<file path="src/inc/spc_pkg.sv">
// Package of constants and types for the scanner pixel correction chain
// Overview of operation
// - Input samples are 16-bit words, pixel in bits 15..2, low two bits zero.
// - Horizontal reduction factors 1, 1.5, 2, 3, 4, 6, 8 and 12 are selectable.
// - Reduction averages adjacent pixels in a group; drops an incomplete trailing group, at factor 1.5 only a single trailing pixel.
// - Output pixels per line equal integer part of input count over factor.
// - Trailing pixels that cannot complete a group are discarded at line end, except that at factor 1.5 two trailing pixels still give one output.
// - Reduced pixels go through offset, then gain, then gamma, in that order.
// - Each pixel fetches its own 16-bit offset coefficient and subtracts it.
// - Offset subtraction clamps at zero instead of wrapping negative.
// - Offset difference uses only the top 14 bits of both words.
// - Gain multiplies by the pixel's 16-bit coefficient and divides by 16384.
// - Gain output clamps at 16383 when the scaled product exceeds it.
// - Coefficient zero gives zero gain; 16384 gives unity gain.
// - Red, green and blue tables indexed by top 12 bits, return 8 bits.
// - Tables take 12k words of memory; only low 8 bits are used.
// - Table contents are arbitrary; no fixed curve is imposed.
// - Coefficient port selects which colour table an access targets.
// - Test mode replaces the reduction input with a fixed host value.
package spc_pkg;

  // ****************************************
  // Widths and encodings
  // ****************************************
  localparam int unsigned PIX_W = 14;
  localparam int unsigned WORD_W = 16;
  localparam int unsigned OUT_W = 8;
  localparam int unsigned GIDX_W = 12;
  localparam int unsigned ADDR_W = 20;
  localparam int unsigned IDX_W = 14;
  localparam int unsigned SUM_W = 18;
  localparam int unsigned LSB_PAD = 2;

  localparam logic [2:0] DIV_1 = 3'h0;
  localparam logic [2:0] DIV_1P5 = 3'h1;
  localparam logic [2:0] DIV_2 = 3'h2;
  localparam logic [2:0] DIV_3 = 3'h3;
  localparam logic [2:0] DIV_4 = 3'h4;
  localparam logic [2:0] DIV_6 = 3'h5;
  localparam logic [2:0] DIV_8 = 3'h6;
  localparam logic [2:0] DIV_12 = 3'h7;

  localparam logic [1:0] COL_RED = 2'h0;
  localparam logic [1:0] COL_GREEN = 2'h1;
  localparam logic [1:0] COL_BLUE = 2'h2;

  // ****************************************
  // Arithmetic constants
  // ****************************************
  localparam logic [PIX_W-1:0] PIX_MAX = 14'h3fff;
  localparam int unsigned GAIN_SHIFT = 14;

  // ****************************************
  // External memory map in words
  // ****************************************
  localparam logic [ADDR_W-1:0] OFS_BASE = 20'h00000;
  localparam logic [ADDR_W-1:0] GAIN_BASE = 20'h0c000;
  localparam logic [ADDR_W-1:0] GAMMA_BASE = 20'h18000;
  localparam int unsigned COL_SHIFT_COEF = 14;
  localparam int unsigned COL_SHIFT_GAMMA = 12;

  // ****************************************
  // Carriers
  // ****************************************
  typedef struct packed {
    logic [1:0] color;
    logic [IDX_W-1:0] idx;
    logic [PIX_W-1:0] value;
  } spc_sample_t;

  typedef struct packed {
    logic [1:0] color;
    logic [OUT_W-1:0] value;
  } spc_pixel_t;

  localparam int unsigned PIXEL_T_W = $bits(spc_pixel_t);

endpackage : spc_pkg

</file>
<file path="src/hw/spc_chain.sv">
// Pixel reduction, offset, gain and gamma correction chain
`timescale 1ns/1ps
module spc_chain #(
  parameter int unsigned FIFO_DEPTH = 16
) (
  // Clock and reset
  input wire logic clk,
  input wire logic srst,
  // Configuration levels
  input wire logic [2:0] horizontal_resolution_divider,
  input wire logic test_en,
  input wire logic [spc_pkg::WORD_W-1:0] test_value,
  // Sample stream in
  input wire logic adc_valid,
  input wire logic [spc_pkg::WORD_W-1:0] adc_data,
  input wire logic [1:0] adc_color,
  input wire logic adc_last,
  output logic adc_ready_q,
  // Coefficient and table fetch
  output logic mem_req_q,
  output logic [spc_pkg::ADDR_W-1:0] mem_addr_q,
  input wire logic mem_gnt,
  input wire logic mem_rsp_valid,
  input wire logic [spc_pkg::WORD_W-1:0] mem_rsp_data,
  // Host table address mapping
  input wire logic [1:0] dp_color,
  input wire logic [spc_pkg::GIDX_W-1:0] dp_index,
  output logic [spc_pkg::ADDR_W-1:0] dp_addr_q,
  // Pixel stream out
  output logic pix_valid_q,
  output logic [spc_pkg::OUT_W-1:0] pix_data_q,
  output logic [1:0] pix_color_q,
  input wire logic pix_ready
);

  // ****************************************
  // Functions
  // ****************************************
  function automatic logic [1:0] col_norm(input logic [1:0] c);
    col_norm = (c == spc_pkg::COL_RED || c == spc_pkg::COL_GREEN) ? c : spc_pkg::COL_BLUE;
  endfunction : col_norm

  function automatic logic [spc_pkg::ADDR_W-1:0] gamma_addr(input logic [1:0] c,
                                                          input logic [spc_pkg::GIDX_W-1:0] i);
    gamma_addr = spc_pkg::GAMMA_BASE + (spc_pkg::ADDR_W'(col_norm(c)) << spc_pkg::COL_SHIFT_GAMMA)
                 + spc_pkg::ADDR_W'(i);
  endfunction : gamma_addr

  function automatic logic [spc_pkg::ADDR_W-1:0] coef_addr(input logic [spc_pkg::ADDR_W-1:0] base,
                                                         input logic [1:0] c,
                                                         input logic [spc_pkg::IDX_W-1:0] i);
    coef_addr = base + (spc_pkg::ADDR_W'(col_norm(c)) << spc_pkg::COL_SHIFT_COEF) + spc_pkg::ADDR_W'(i);
  endfunction : coef_addr

  function automatic logic [3:0] group_len(input logic [2:0] d);
    case (d)
      spc_pkg::DIV_1: group_len = 4'h1;
      spc_pkg::DIV_1P5: group_len = 4'h3;
      spc_pkg::DIV_2: group_len = 4'h2;
      spc_pkg::DIV_3: group_len = 4'h3;
      spc_pkg::DIV_4: group_len = 4'h4;
      spc_pkg::DIV_6: group_len = 4'h6;
      spc_pkg::DIV_8: group_len = 4'h8;
      default: group_len = 4'hc;
    endcase
  endfunction : group_len

  // Integer division truncates toward zero
  function automatic logic [spc_pkg::PIX_W-1:0] avg_div(input logic [spc_pkg::SUM_W-1:0] s,
                                                      input logic [2:0] d);
    logic [spc_pkg::SUM_W-1:0] q;
    q = '0;
    case (d)
      spc_pkg::DIV_1: q = s;
      spc_pkg::DIV_1P5: q = s / 18'h3;
      spc_pkg::DIV_2: q = s >> 1;
      spc_pkg::DIV_3: q = s / 18'h3;
      spc_pkg::DIV_4: q = s >> 2;
      spc_pkg::DIV_6: q = s / 18'h6;
      spc_pkg::DIV_8: q = s >> 3;
      default: q = s / 18'hc;
    endcase
    avg_div = q[spc_pkg::PIX_W-1:0];
  endfunction : avg_div

  // ****************************************
  // Resolution reduction
  // ****************************************
  logic [spc_pkg::PIX_W-1:0] in_pix;
  logic accept;
  logic emit;
  logic [spc_pkg::PIX_W-1:0] avg;
  logic [spc_pkg::SUM_W-1:0] sum_new;
  logic [3:0] grp_cnt_q;
  logic [spc_pkg::SUM_W-1:0] sum_q;
  logic [spc_pkg::PIX_W-1:0] prev_q;
  logic [spc_pkg::IDX_W-1:0] idx_q;
  logic grp_pend_q;
  logic grp_pend_d;
  spc_pkg::spc_sample_t grp_q;
  logic take;

  // Test value replaces the converter word but keeps the sample timing
  assign in_pix = test_en ? test_value[spc_pkg::WORD_W-1:spc_pkg::LSB_PAD]
                          : adc_data[spc_pkg::WORD_W-1:spc_pkg::LSB_PAD];
  assign accept = adc_valid && adc_ready_q;

  always_comb begin
    sum_new = sum_q + spc_pkg::SUM_W'(in_pix);
    emit = 1'b0;
    avg = '0;
    if (horizontal_resolution_divider == spc_pkg::DIV_1P5) begin
      // Three inputs make two outputs, each weighted two to one
      if (grp_cnt_q == 4'h1) begin
        emit = 1'b1;
        avg = avg_div((spc_pkg::SUM_W'(prev_q) << 1) + spc_pkg::SUM_W'(in_pix), spc_pkg::DIV_1P5);
      end else if (grp_cnt_q == 4'h2) begin
        emit = 1'b1;
        avg = avg_div(spc_pkg::SUM_W'(prev_q) + (spc_pkg::SUM_W'(in_pix) << 1), spc_pkg::DIV_1P5);
      end
    end else if (grp_cnt_q + 4'h1 == group_len(horizontal_resolution_divider)) begin
      emit = 1'b1;
      avg = avg_div(sum_new, horizontal_resolution_divider);
    end
  end

  always_ff @(posedge clk) begin
    if (srst) begin
      grp_cnt_q <= '0;
      sum_q <= '0;
      prev_q <= '0;
    end else if (accept) begin
      prev_q <= in_pix;
      // A partial group at line end is dropped with its sum
      if (adc_last || grp_cnt_q + 4'h1 == group_len(horizontal_resolution_divider)) begin
        grp_cnt_q <= '0;
        sum_q <= '0;
      end else begin
        grp_cnt_q <= grp_cnt_q + 4'h1;
        sum_q <= sum_new;
      end
    end
  end

  always_ff @(posedge clk) begin
    if (srst) begin
      idx_q <= '0;
    end else if (accept) begin
      if (adc_last) begin
        idx_q <= '0;
      end else if (emit) begin
        idx_q <= idx_q + 1'b1;
      end
    end
  end

  // ****************************************
  // Hand-off to correction
  // ****************************************
  always_comb begin
    grp_pend_d = grp_pend_q;
    if (take) begin
      grp_pend_d = 1'b0;
    end
    if (accept && emit) begin
      grp_pend_d = 1'b1;
    end
  end

  always_ff @(posedge clk) begin
    if (srst) begin
      grp_pend_q <= 1'b0;
      adc_ready_q <= 1'b0;
      grp_q <= '0;
    end else begin
      grp_pend_q <= grp_pend_d;
      // Ready is held low while a reduced pixel waits, costing at least one idle cycle per reduced pixel, more while the sequencer is busy
      adc_ready_q <= !grp_pend_d;
      if (accept && emit) begin
        grp_q <= '{color: adc_color, idx: idx_q, value: avg};
      end
    end
  end

  // ****************************************
  // Correction sequencer
  // ****************************************
  typedef enum logic [2:0] {ST_IDLE, ST_OFS, ST_GAIN, ST_GAM, ST_PUSH} spc_state_t;

  spc_state_t state_q;
  spc_pkg::spc_sample_t cur_q;
  logic [spc_pkg::PIX_W-1:0] ofs_q;
  logic [spc_pkg::PIX_W-1:0] gain_q;
  logic [spc_pkg::OUT_W-1:0] gam_q;
  logic [spc_pkg::PIX_W-1:0] ofs_val;
  logic [spc_pkg::PIX_W-1:0] coef_top;
  logic [spc_pkg::PIX_W+spc_pkg::WORD_W-1:0] prod;
  logic [spc_pkg::PIX_W+spc_pkg::WORD_W-1:0] scaled;
  logic [spc_pkg::PIX_W-1:0] gain_val;
  logic rsp_ok;
  logic fifo_in_ready;
  spc_pkg::spc_pixel_t fifo_out;
  logic fifo_out_valid;

  assign take = (state_q == ST_IDLE) && grp_pend_q;
  assign rsp_ok = mem_rsp_valid && !mem_req_q;

  always_comb begin
    coef_top = mem_rsp_data[spc_pkg::WORD_W-1:spc_pkg::LSB_PAD];
    ofs_val = (coef_top > cur_q.value) ? '0 : cur_q.value - coef_top;
    prod = (spc_pkg::PIX_W+spc_pkg::WORD_W)'(ofs_q) * (spc_pkg::PIX_W+spc_pkg::WORD_W)'(mem_rsp_data);
    scaled = prod >> spc_pkg::GAIN_SHIFT;
    gain_val = (scaled > (spc_pkg::PIX_W+spc_pkg::WORD_W)'(spc_pkg::PIX_MAX)) ? spc_pkg::PIX_MAX
               : scaled[spc_pkg::PIX_W-1:0];
  end

  always_ff @(posedge clk) begin
    if (srst) begin
      state_q <= ST_IDLE;
    end else begin
      case (state_q)
        ST_IDLE: if (take) begin
          state_q <= ST_OFS;
        end
        ST_OFS: if (rsp_ok) begin
          state_q <= ST_GAIN;
        end
        ST_GAIN: if (rsp_ok) begin
          state_q <= ST_GAM;
        end
        ST_GAM: if (rsp_ok) begin
          state_q <= ST_PUSH;
        end
        ST_PUSH: if (fifo_in_ready) begin
          state_q <= ST_IDLE;
        end
        default: state_q <= ST_IDLE;
      endcase
    end
  end

  always_ff @(posedge clk) begin
    if (srst) begin
      cur_q <= '0;
      ofs_q <= '0;
      gain_q <= '0;
      gam_q <= '0;
    end else begin
      if (take) begin
        cur_q <= grp_q;
      end
      if (state_q == ST_OFS && rsp_ok) begin
        ofs_q <= ofs_val;
      end
      if (state_q == ST_GAIN && rsp_ok) begin
        gain_q <= gain_val;
      end
      if (state_q == ST_GAM && rsp_ok) begin
        gam_q <= mem_rsp_data[spc_pkg::OUT_W-1:0];
      end
    end
  end

  // Request is held until granted; the answer is only taken after the grant
  always_ff @(posedge clk) begin
    if (srst) begin
      mem_req_q <= 1'b0;
      mem_addr_q <= '0;
    end else if (mem_req_q) begin
      if (mem_gnt) begin
        mem_req_q <= 1'b0;
      end
    end else if (take) begin
      mem_req_q <= 1'b1;
      mem_addr_q <= coef_addr(spc_pkg::OFS_BASE, grp_q.color, grp_q.idx);
    end else if (state_q == ST_OFS && rsp_ok) begin
      mem_req_q <= 1'b1;
      mem_addr_q <= coef_addr(spc_pkg::GAIN_BASE, cur_q.color, cur_q.idx);
    end else if (state_q == ST_GAIN && rsp_ok) begin
      mem_req_q <= 1'b1;
      mem_addr_q <= gamma_addr(cur_q.color, gain_val[spc_pkg::PIX_W-1:spc_pkg::LSB_PAD]);
    end
  end

  // ****************************************
  // Host table address mapping
  // ****************************************
  always_ff @(posedge clk) begin
    if (srst) begin
      dp_addr_q <= '0;
    end else begin
      dp_addr_q <= gamma_addr(dp_color, dp_index);
    end
  end

  // ****************************************
  // Output buffer
  // ****************************************
  spc_fifo #(
    .WIDTH(spc_pkg::PIXEL_T_W),
    .DEPTH(FIFO_DEPTH)
  ) u_fifo (
    .clk(clk),
    .srst(srst),
    .in_valid(state_q == ST_PUSH),
    .in_data({cur_q.color, gam_q}),
    .in_ready(fifo_in_ready),
    .out_valid_q(fifo_out_valid),
    .out_data_q(fifo_out),
    .out_ready(pix_ready)
  );

  assign pix_valid_q = fifo_out_valid;
  assign pix_data_q = fifo_out.value;
  assign pix_color_q = fifo_out.color;

endmodule : spc_chain

</file>
<file path="src/hw/spc_fifo.sv">
// Synchronous FIFO with registered output stage
`timescale 1ns/1ps
module spc_fifo #(
  parameter int unsigned WIDTH = 10,
  parameter int unsigned DEPTH = 16
) (
  // Clock and reset
  input wire logic clk,
  input wire logic srst,
  // Fill side
  input wire logic in_valid,
  input wire logic [WIDTH-1:0] in_data,
  output logic in_ready,
  // Drain side
  output logic out_valid_q,
  output logic [WIDTH-1:0] out_data_q,
  input wire logic out_ready
);

  localparam int unsigned AW = $clog2(DEPTH);

  logic [WIDTH-1:0] mem_q [DEPTH];
  logic [AW-1:0] wr_q;
  logic [AW-1:0] rd_q;
  logic [AW:0] cnt_q;
  logic push;
  logic pop;

  assign in_ready = (cnt_q != (AW+1)'(DEPTH));
  assign push = in_valid && in_ready;
  assign pop = (cnt_q != '0) && (!out_valid_q || out_ready);

  // ****************************************
  // Storage
  // ****************************************
  always_ff @(posedge clk) begin
    if (push) begin
      mem_q[wr_q] <= in_data;
    end
  end

  always_ff @(posedge clk) begin
    if (srst) begin
      wr_q <= '0;
      rd_q <= '0;
      cnt_q <= '0;
    end else begin
      if (push) begin
        wr_q <= (wr_q == AW'(DEPTH-1)) ? '0 : wr_q + 1'b1;
      end
      if (pop) begin
        rd_q <= (rd_q == AW'(DEPTH-1)) ? '0 : rd_q + 1'b1;
      end
      cnt_q <= cnt_q + (AW+1)'(push) - (AW+1)'(pop);
    end
  end

  // ****************************************
  // Output register
  // ****************************************
  always_ff @(posedge clk) begin
    if (srst) begin
      out_valid_q <= 1'b0;
      out_data_q <= '0;
    end else if (pop) begin
      out_valid_q <= 1'b1;
      out_data_q <= mem_q[rd_q];
    end else if (out_ready) begin
      out_valid_q <= 1'b0;
    end
  end

endmodule : spc_fifo

</file>
<file path="config.mk">
export PLATFORM = sky130hd
export DESIGN_NAME = spc_chain
export DESIGN_NICKNAME = d
export VERILOG_FILES = /design/src/inc/spc_pkg.sv /design/src/hw/spc_chain.sv /design/src/hw/spc_fifo.sv
export SDC_FILE = /design/constraint.sdc
export NUM_CORES = 1
export LEC_CHECK = 0
export BUFFER_PORTS_ARGS = -buffer_cell sky130_fd_sc_hd__buf_2
export CORE_AREA = 2 2 257 259
export CTS_CLUSTER_DIAMETER = 120
export DETAILED_ROUTE_END_ITERATION = 8
export DIE_AREA = 0 0 259 261
export HOLD_SLACK_MARGIN = 0.06
export PLACE_DENSITY = 0.66
export SLEW_MARGIN = 10
export SYNTH_ARGS = -nofsm -noshare
export SYNTH_HDL_FRONTEND = slang
export SYNTH_HIERARCHICAL = 1
export SYNTH_SLANG_ARGS = --single-unit
export TNS_END_PERCENT = 30
</file>
<file path="constraint.sdc">
create_clock -name clk -period 59.4 [get_ports clk]
set_clock_uncertainty 0.05 [all_clocks]
set_input_delay 11.88 -clock clk [delete_from_list [all_inputs] [get_ports clk]]
set_output_delay 11.88 -clock clk [all_outputs]
set_load 0.05 [all_outputs]
</file>
# ---- Word level (Yosys, flattened, before mapping)
# Memories as Yosys holds them, arrays and structs flattened. A register that Yosys moved wholly into a read port is not among the register bits.
# Cells that the tools add are included.
dict set report op_classes {
  multipliers 1
  n_div 5
  muxes 46
  reduce_logical 30
  eq_ne 25
  n_addsub 17
  bitwise_logic 1
  n_lt_le_gt_ge 2
}
# cell n
set ops {}
lappend ops {{14-bit two-way mux} 9}
lappend ops {{14-bit case mux with 6 select lines} 1}
lappend ops {{20-bit two-way mux} 3}
lappend ops {{18-bit by 2-bit divider with 18-bit output (second input constant)} 3}
lappend ops {{4-bit case mux with 6 select lines} 2}
lappend ops {{18-bit by 12-bit adder with 19-bit output} 2}
lappend ops {{17-bit by 14-bit adder with 18-bit output (first input constant)} 2}
lappend ops {{14-bit by 16-bit multiplier with 30-bit output} 1}
lappend ops {{4-bit two-way mux} 6}
lappend ops {{17-bit by 14-bit adder with 18-bit output} 1}
lappend ops {{18-bit by 14-bit adder with 18-bit output} 1}
lappend ops {{18-bit by 3-bit divider with 18-bit output (second input constant)} 1}
lappend ops {{18-bit by 4-bit divider with 18-bit output (second input constant)} 1}
lappend ops {{18-bit two-way mux} 1}
lappend ops {{16-bit by 14-bit adder with 17-bit output} 1}
lappend ops {{16-bit by 16-bit adder with 17-bit output (first input constant)} 1}
lappend ops {{14-bit by 15-bit adder with 16-bit output} 1}
lappend ops {{15-bit by 14-bit adder with 16-bit output} 1}
lappend ops {{16-bit by 14-bit > comparator with 1-bit output (second input constant)} 1}
lappend ops {{1-bit two-way mux} 15}
lappend ops {{3-bit two-way mux} 5}
lappend ops {{3-bit case mux with 5 select lines} 1}
lappend ops {{14-bit by 1-bit adder with 14-bit output (second input constant)} 1}
lappend ops {{14-bit > comparator} 1}
lappend ops {{27 further kinds} 65}
dict set report totals {
  inputBits 75
  ram_bits 160
  register_bits 192
  wordCells 150
  memories 1
}
# memory depth width read_ports rd_ports_with_merged_regs write_ports line
set mem_list {}
lappend mem_list {u_fifo.mem_q 16 10 1 1 1 spc_fifo.sv:22} ;# logic [WIDTH-1:0] mem_q [DEPTH];

# ---- Longest topological paths before layout
dict set report logic_depth {
  word_depth 9
  ltp_mapped 184
  ltp_nobuf 173
}

# ---- By module
# The synthesis kept the hierarchy.
# mod area_per_inst_um2 instances cells_per_inst
set modules_own_cells {}
lappend modules_own_cells {spc_chain 24755.0 1 3211}
lappend modules_own_cells {spc_fifo 7320.8 1 381}

# ---- Worst setup path before layout
# OpenSTA, ideal clock, no wires.
dict set report synth_path {
  kind {input to register}
  startpoint {input test_en}
  endpoint {register grp_q[0] (netlist bit)}
  t_arrival_ns 44.997
  path_buffers 10
  setup_ns 0.131
  stages 168
  setup_slack_ns 14.221
  path_cell_list {clkbuf_1 > clkbuf_1 > mux2_2 > fa_1 > a21o_1 > a221o_1 > o211ai_1 > o21ai_0 > nand3_1 > xor2_1 > inv_1 > ha_1 > o21ai_0 > a21oi_1 > nor4b_1 > o21ai_1 > and3_1 > ha_1 > (+132 left out) > o21ai_0 > nand2b_1 > a21oi_1 > nand2_1 > a2111oi_0 > o211ai_1 > nor4_4 > o21ai_0 > ha_1 > a21oi_1 > nor2b_1 > o21ai_0 > nand3b_1 > a2111o_1 > nor2_1 > o211ai_1 > nor4_1 > a31oi_1}
}
dict set report synth_via {
  elab_chain_cells 6
}
# item line
set synth_lines {}
lappend synth_lines {{start, declared} spc_chain.sv:11} ;# input wire logic test_en,
lappend synth_lines {{14-bit two-way mux *} spc_chain.sv:104} ;# assign in_pix = test_en ? test_value[spc_pkg::WORD_W-1:spc_pkg::LSB_PAD]
lappend synth_lines {{net in_pix (one bit)} spc_chain.sv:89} ;# logic [spc_pkg::PIX_W-1:0] in_pix;
lappend synth_lines {{18-bit by 14-bit adder with 18-bit output or 14-bit by 15-bit adder with 16-bit output (tied branches)} {spc_chain.sv:109, spc_chain.sv:119}}
lappend synth_lines {{18-bit by 4-bit divider with 18-bit output, or another cell as far along} spc_chain.sv:81} ;# default: q = s / 18'hc;
lappend synth_lines {{14-bit case mux with 6 select lines or 14-bit two-way mux (tied branches)} {spc_chain.sv:73, spc_chain.sv:117}}
lappend synth_lines {{14-bit two-way mux (on tied branches)} {spc_chain.sv:121, spc_chain.sv:114}}
lappend synth_lines {{14-bit two-way mux *} spc_chain.sv:112} ;# if (horizontal_resolution_divider == spc_pkg::DIV_1P5) begin
lappend synth_lines {{end signal, assigned} spc_chain.sv:180} ;# grp_q <= '{color: adc_color, idx: idx_q, value: avg};
lappend synth_lines {{end, declared} spc_chain.sv:100} ;# spc_pkg::spc_sample_t grp_q;
# Mark *: on every way through the listed nets, which the timed path passes. The rest lies on a longest branch.
# A chain may end at the register's enable or synchronous reset.

# ---- Final worst setup path
# Same ends and word-level chain as after synthesis.

==> results.yml <==
floorplanning:
  core_um2: 65040
  die_area_um2: 67600
  io_pins: 128
  num_rows: 94
  start_util_pct: 49.32
  dieWidth_um: 259
  die_y_um: 261
worst_setup_path:
  start_kind: "input port"
  path_max_fanout: 15
  critPathCaptureType: "flip-flop"
  arrival_ns: 52.06
  cp_data_required_time_ns: 59.77
  cp_slowest_cell: "nor2_1"
  cp_common_cell: "o21ai_0"
  critPathTopFamily: "compound AO/OA/AOI/OAI gates"
  worst-path-buf-inv: 3
  cp_slowest_stage_delay_ns: 0.68
  path_class: "in2reg"
timing:
  worst_slack_ns: 7.709
  worst_pin_slew_ns: 1.170
  setup_violations: 0
  slew_violations: 0
  slew_headroom_pct: 21.73
  finalHoldViolations: 0
  max_freq_ghz: 0.01935
  setup_tns_ns: 0
  period_share_pct: 87.02
  rsz0062_at_grt: "false"
  min_period_ns: 51.69
routing:
  drc: 0
  drt_first_pass_iters: 5
  vias: 26236
  viasPerCell: 5.832
  wl_per_cell_um: 17.75
  wl_um: 79870
  drtAntennaViolNets: 0
  drtIter0Drc: 1819
synthesis:
  synth_top_flop_cell: "dfxtp_1"
  ys_async_sr_fraction_pct: 0
  synth.area.top_cells: "edfxtp_1 (15%), dfxtp_1 (12%), fa_1 (11%)"
  netlist_area_um2: 32080
  yosys_register_bits: 354
  synth_top_area_share_pct: 14.98
  synth_cell_types: 131
  avgSynthCellArea_um2: 8.930
  synth_enable_flop_cells: 160
  synth_seq_area_share_pct: 27.09
  synth_warnings: 6
  syn_inst: 3592
  synth_top_cell_by_area: "edfxtp_1"
placement:
  dp_hpwl_um: 58460
  io_buffers: 116
  finalWeightedCongestion: 0.8573
  place_ws_ns: 7.524
  dpl_cell_area_um2: 33170
global_route:
  track_usage_pct: 23.66
  grt_pass1_vias: 25321
  antenna_found_initial: 4
  globalRoute.totalOverflow: 0
  grt_max_degree: 104
  grt_pass1_wl_um: 130700
final_layout:
  antenna_cells: 0
  area_growth_pct: 7.490
  fin_area_um2: 34480
  mostFrequentLayoutCells: "nand2_1 (426), nor2_1 (290), inv_1 (252), ha_1 (229), a21oi_1 (225)"
  final_common_cell: "nand2_1"
  layout-drive-gt1-share_pct: 10.40
  final_nets: 4077
clock_network:
  worstSkewPairLatency_ns: 0.58
  clockRootBuffer: "clkbuf_16"
  cts.clk_slew.worst_paths_ns: 0.06
  ctsHoldBuffers: 0
  clock_sinks: 354
  cts_buffers: 39
  cts_setup_buffers: 0
  ctsResizeCount: 0
  h-tree-depth: 2
  cts_buffer_depth: 3
  cts_tree: "built"
status:
  status: "finished, final reports clean"
run:
  maxCapViolations: 0
hold_path:
  hp-class: "reg2reg"
## area by class of cell
type | instances | area (um^2)
timing repair buffer | 148 | 827.0
tap | 864 | 1081
multi-input combinational | 2806 | 21610
clock buffer | 45 | 1018
sequential | 354 | 8691
fill | 6044 | 30560
clock inverter | 27 | 291.5
inverter | 255 | 957.2
## worst min-delay path, delay by kind of cell (launching register included)
kind	cells	cell delay (ns)
DFF	1	0.31
AOI/OAI and AO/OA	1	0.05
and+or+nand+nor	1	0.05
## synth_stat cells, types with 86 or more instances
| master | instances |
|---|---|
| a21oi_1 | 225 |
| inv_1 | 252 |
| nor3_1 | 86 |
| dfxtp_1 | 194 |
| fa_1 | 169 |
| xnor2_1 | 109 |
| o21ai_0 | 136 |
| ha_1 | 229 |
| nand2_1 | 426 |
| nor2_1 | 290 |
| clkbuf_1 | 139 |
| edfxtp_1 | 160 |
| and2_1 | 103 |
## stage by stage
step                instances  utilization [%]  hold slack (ns)
floorplan                3598                -           0.3787
global route             4499            53.01           0.4000
detailed placement       4427            51.00           0.3919
global placement         4427            51.00           0.3917
CTS                      4499            53.01           0.3886
finish                   4499            53.01           0.3866
## registers in the layout, summed over array words and instances (netlist names)
register and cells:
grp_q 30, u_fifo/rd_q 4, gam_q 8, u_fifo/out_data_q 10, state_q 3, adc_ready_q 1
dp_addr_q 15, idx_q 14, prev_q 14, sum_q 18, u_fifo/wr_q 4, grp_pend_q 1
u_fifo/cnt_q 5, ofs_q 14, grp_cnt_q 4, u_fifo/out_valid_q 1, u_fifo/mem_q 160, mem_addr_q 17
cur_q 30, mem_req_q 1
## cells by family after synthesis
| logic type | synth area share, % |
|---|---|
| fa+ha+maj | 19.48 |
| simple gates | 18.75 |
| other cells | 0.01169 |
| flops | 27.09 |
| buf+inv | 5.637 |
| xor+xnor | 4.404 |
| compound gates | 18.38 |
| mux | 6.249 |
## path summary, 6_finish.rpt
path / slack [ns] / startpoint / to / depth (start not counted)
worst max-delay path: 7.71 / test_en / grp_q[0]$_SDFFE_PP0P_ / 164
worst min-delay path: 0.39 / grp_q[11]$_SDFFE_PP0P_ / cur_q[11]$_SDFFE_PP0P_ / 2
worst max register to register: 19.99 / sum_q[0]$_SDFFE_PP0P_ / grp_q[0]$_SDFFE_PP0P_ / 161
worst min register to register: 0.39 / grp_q[11]$_SDFFE_PP0P_ / cur_q[11]$_SDFFE_PP0P_ / 2
## per-layer routing
layer	up-vias	track usage (%)	share of wire (%)
met5	-	0	0.038
met4	6	7.466	2.8
met3	118	3.107	5.3
met2	667	40.52	47
met1	12536	31.13	45
li1	12909	-	-
Power is left out: the tool's default activity adds up to more than one toggle a clock period on the data nets, which glitch-free logic cannot reach.
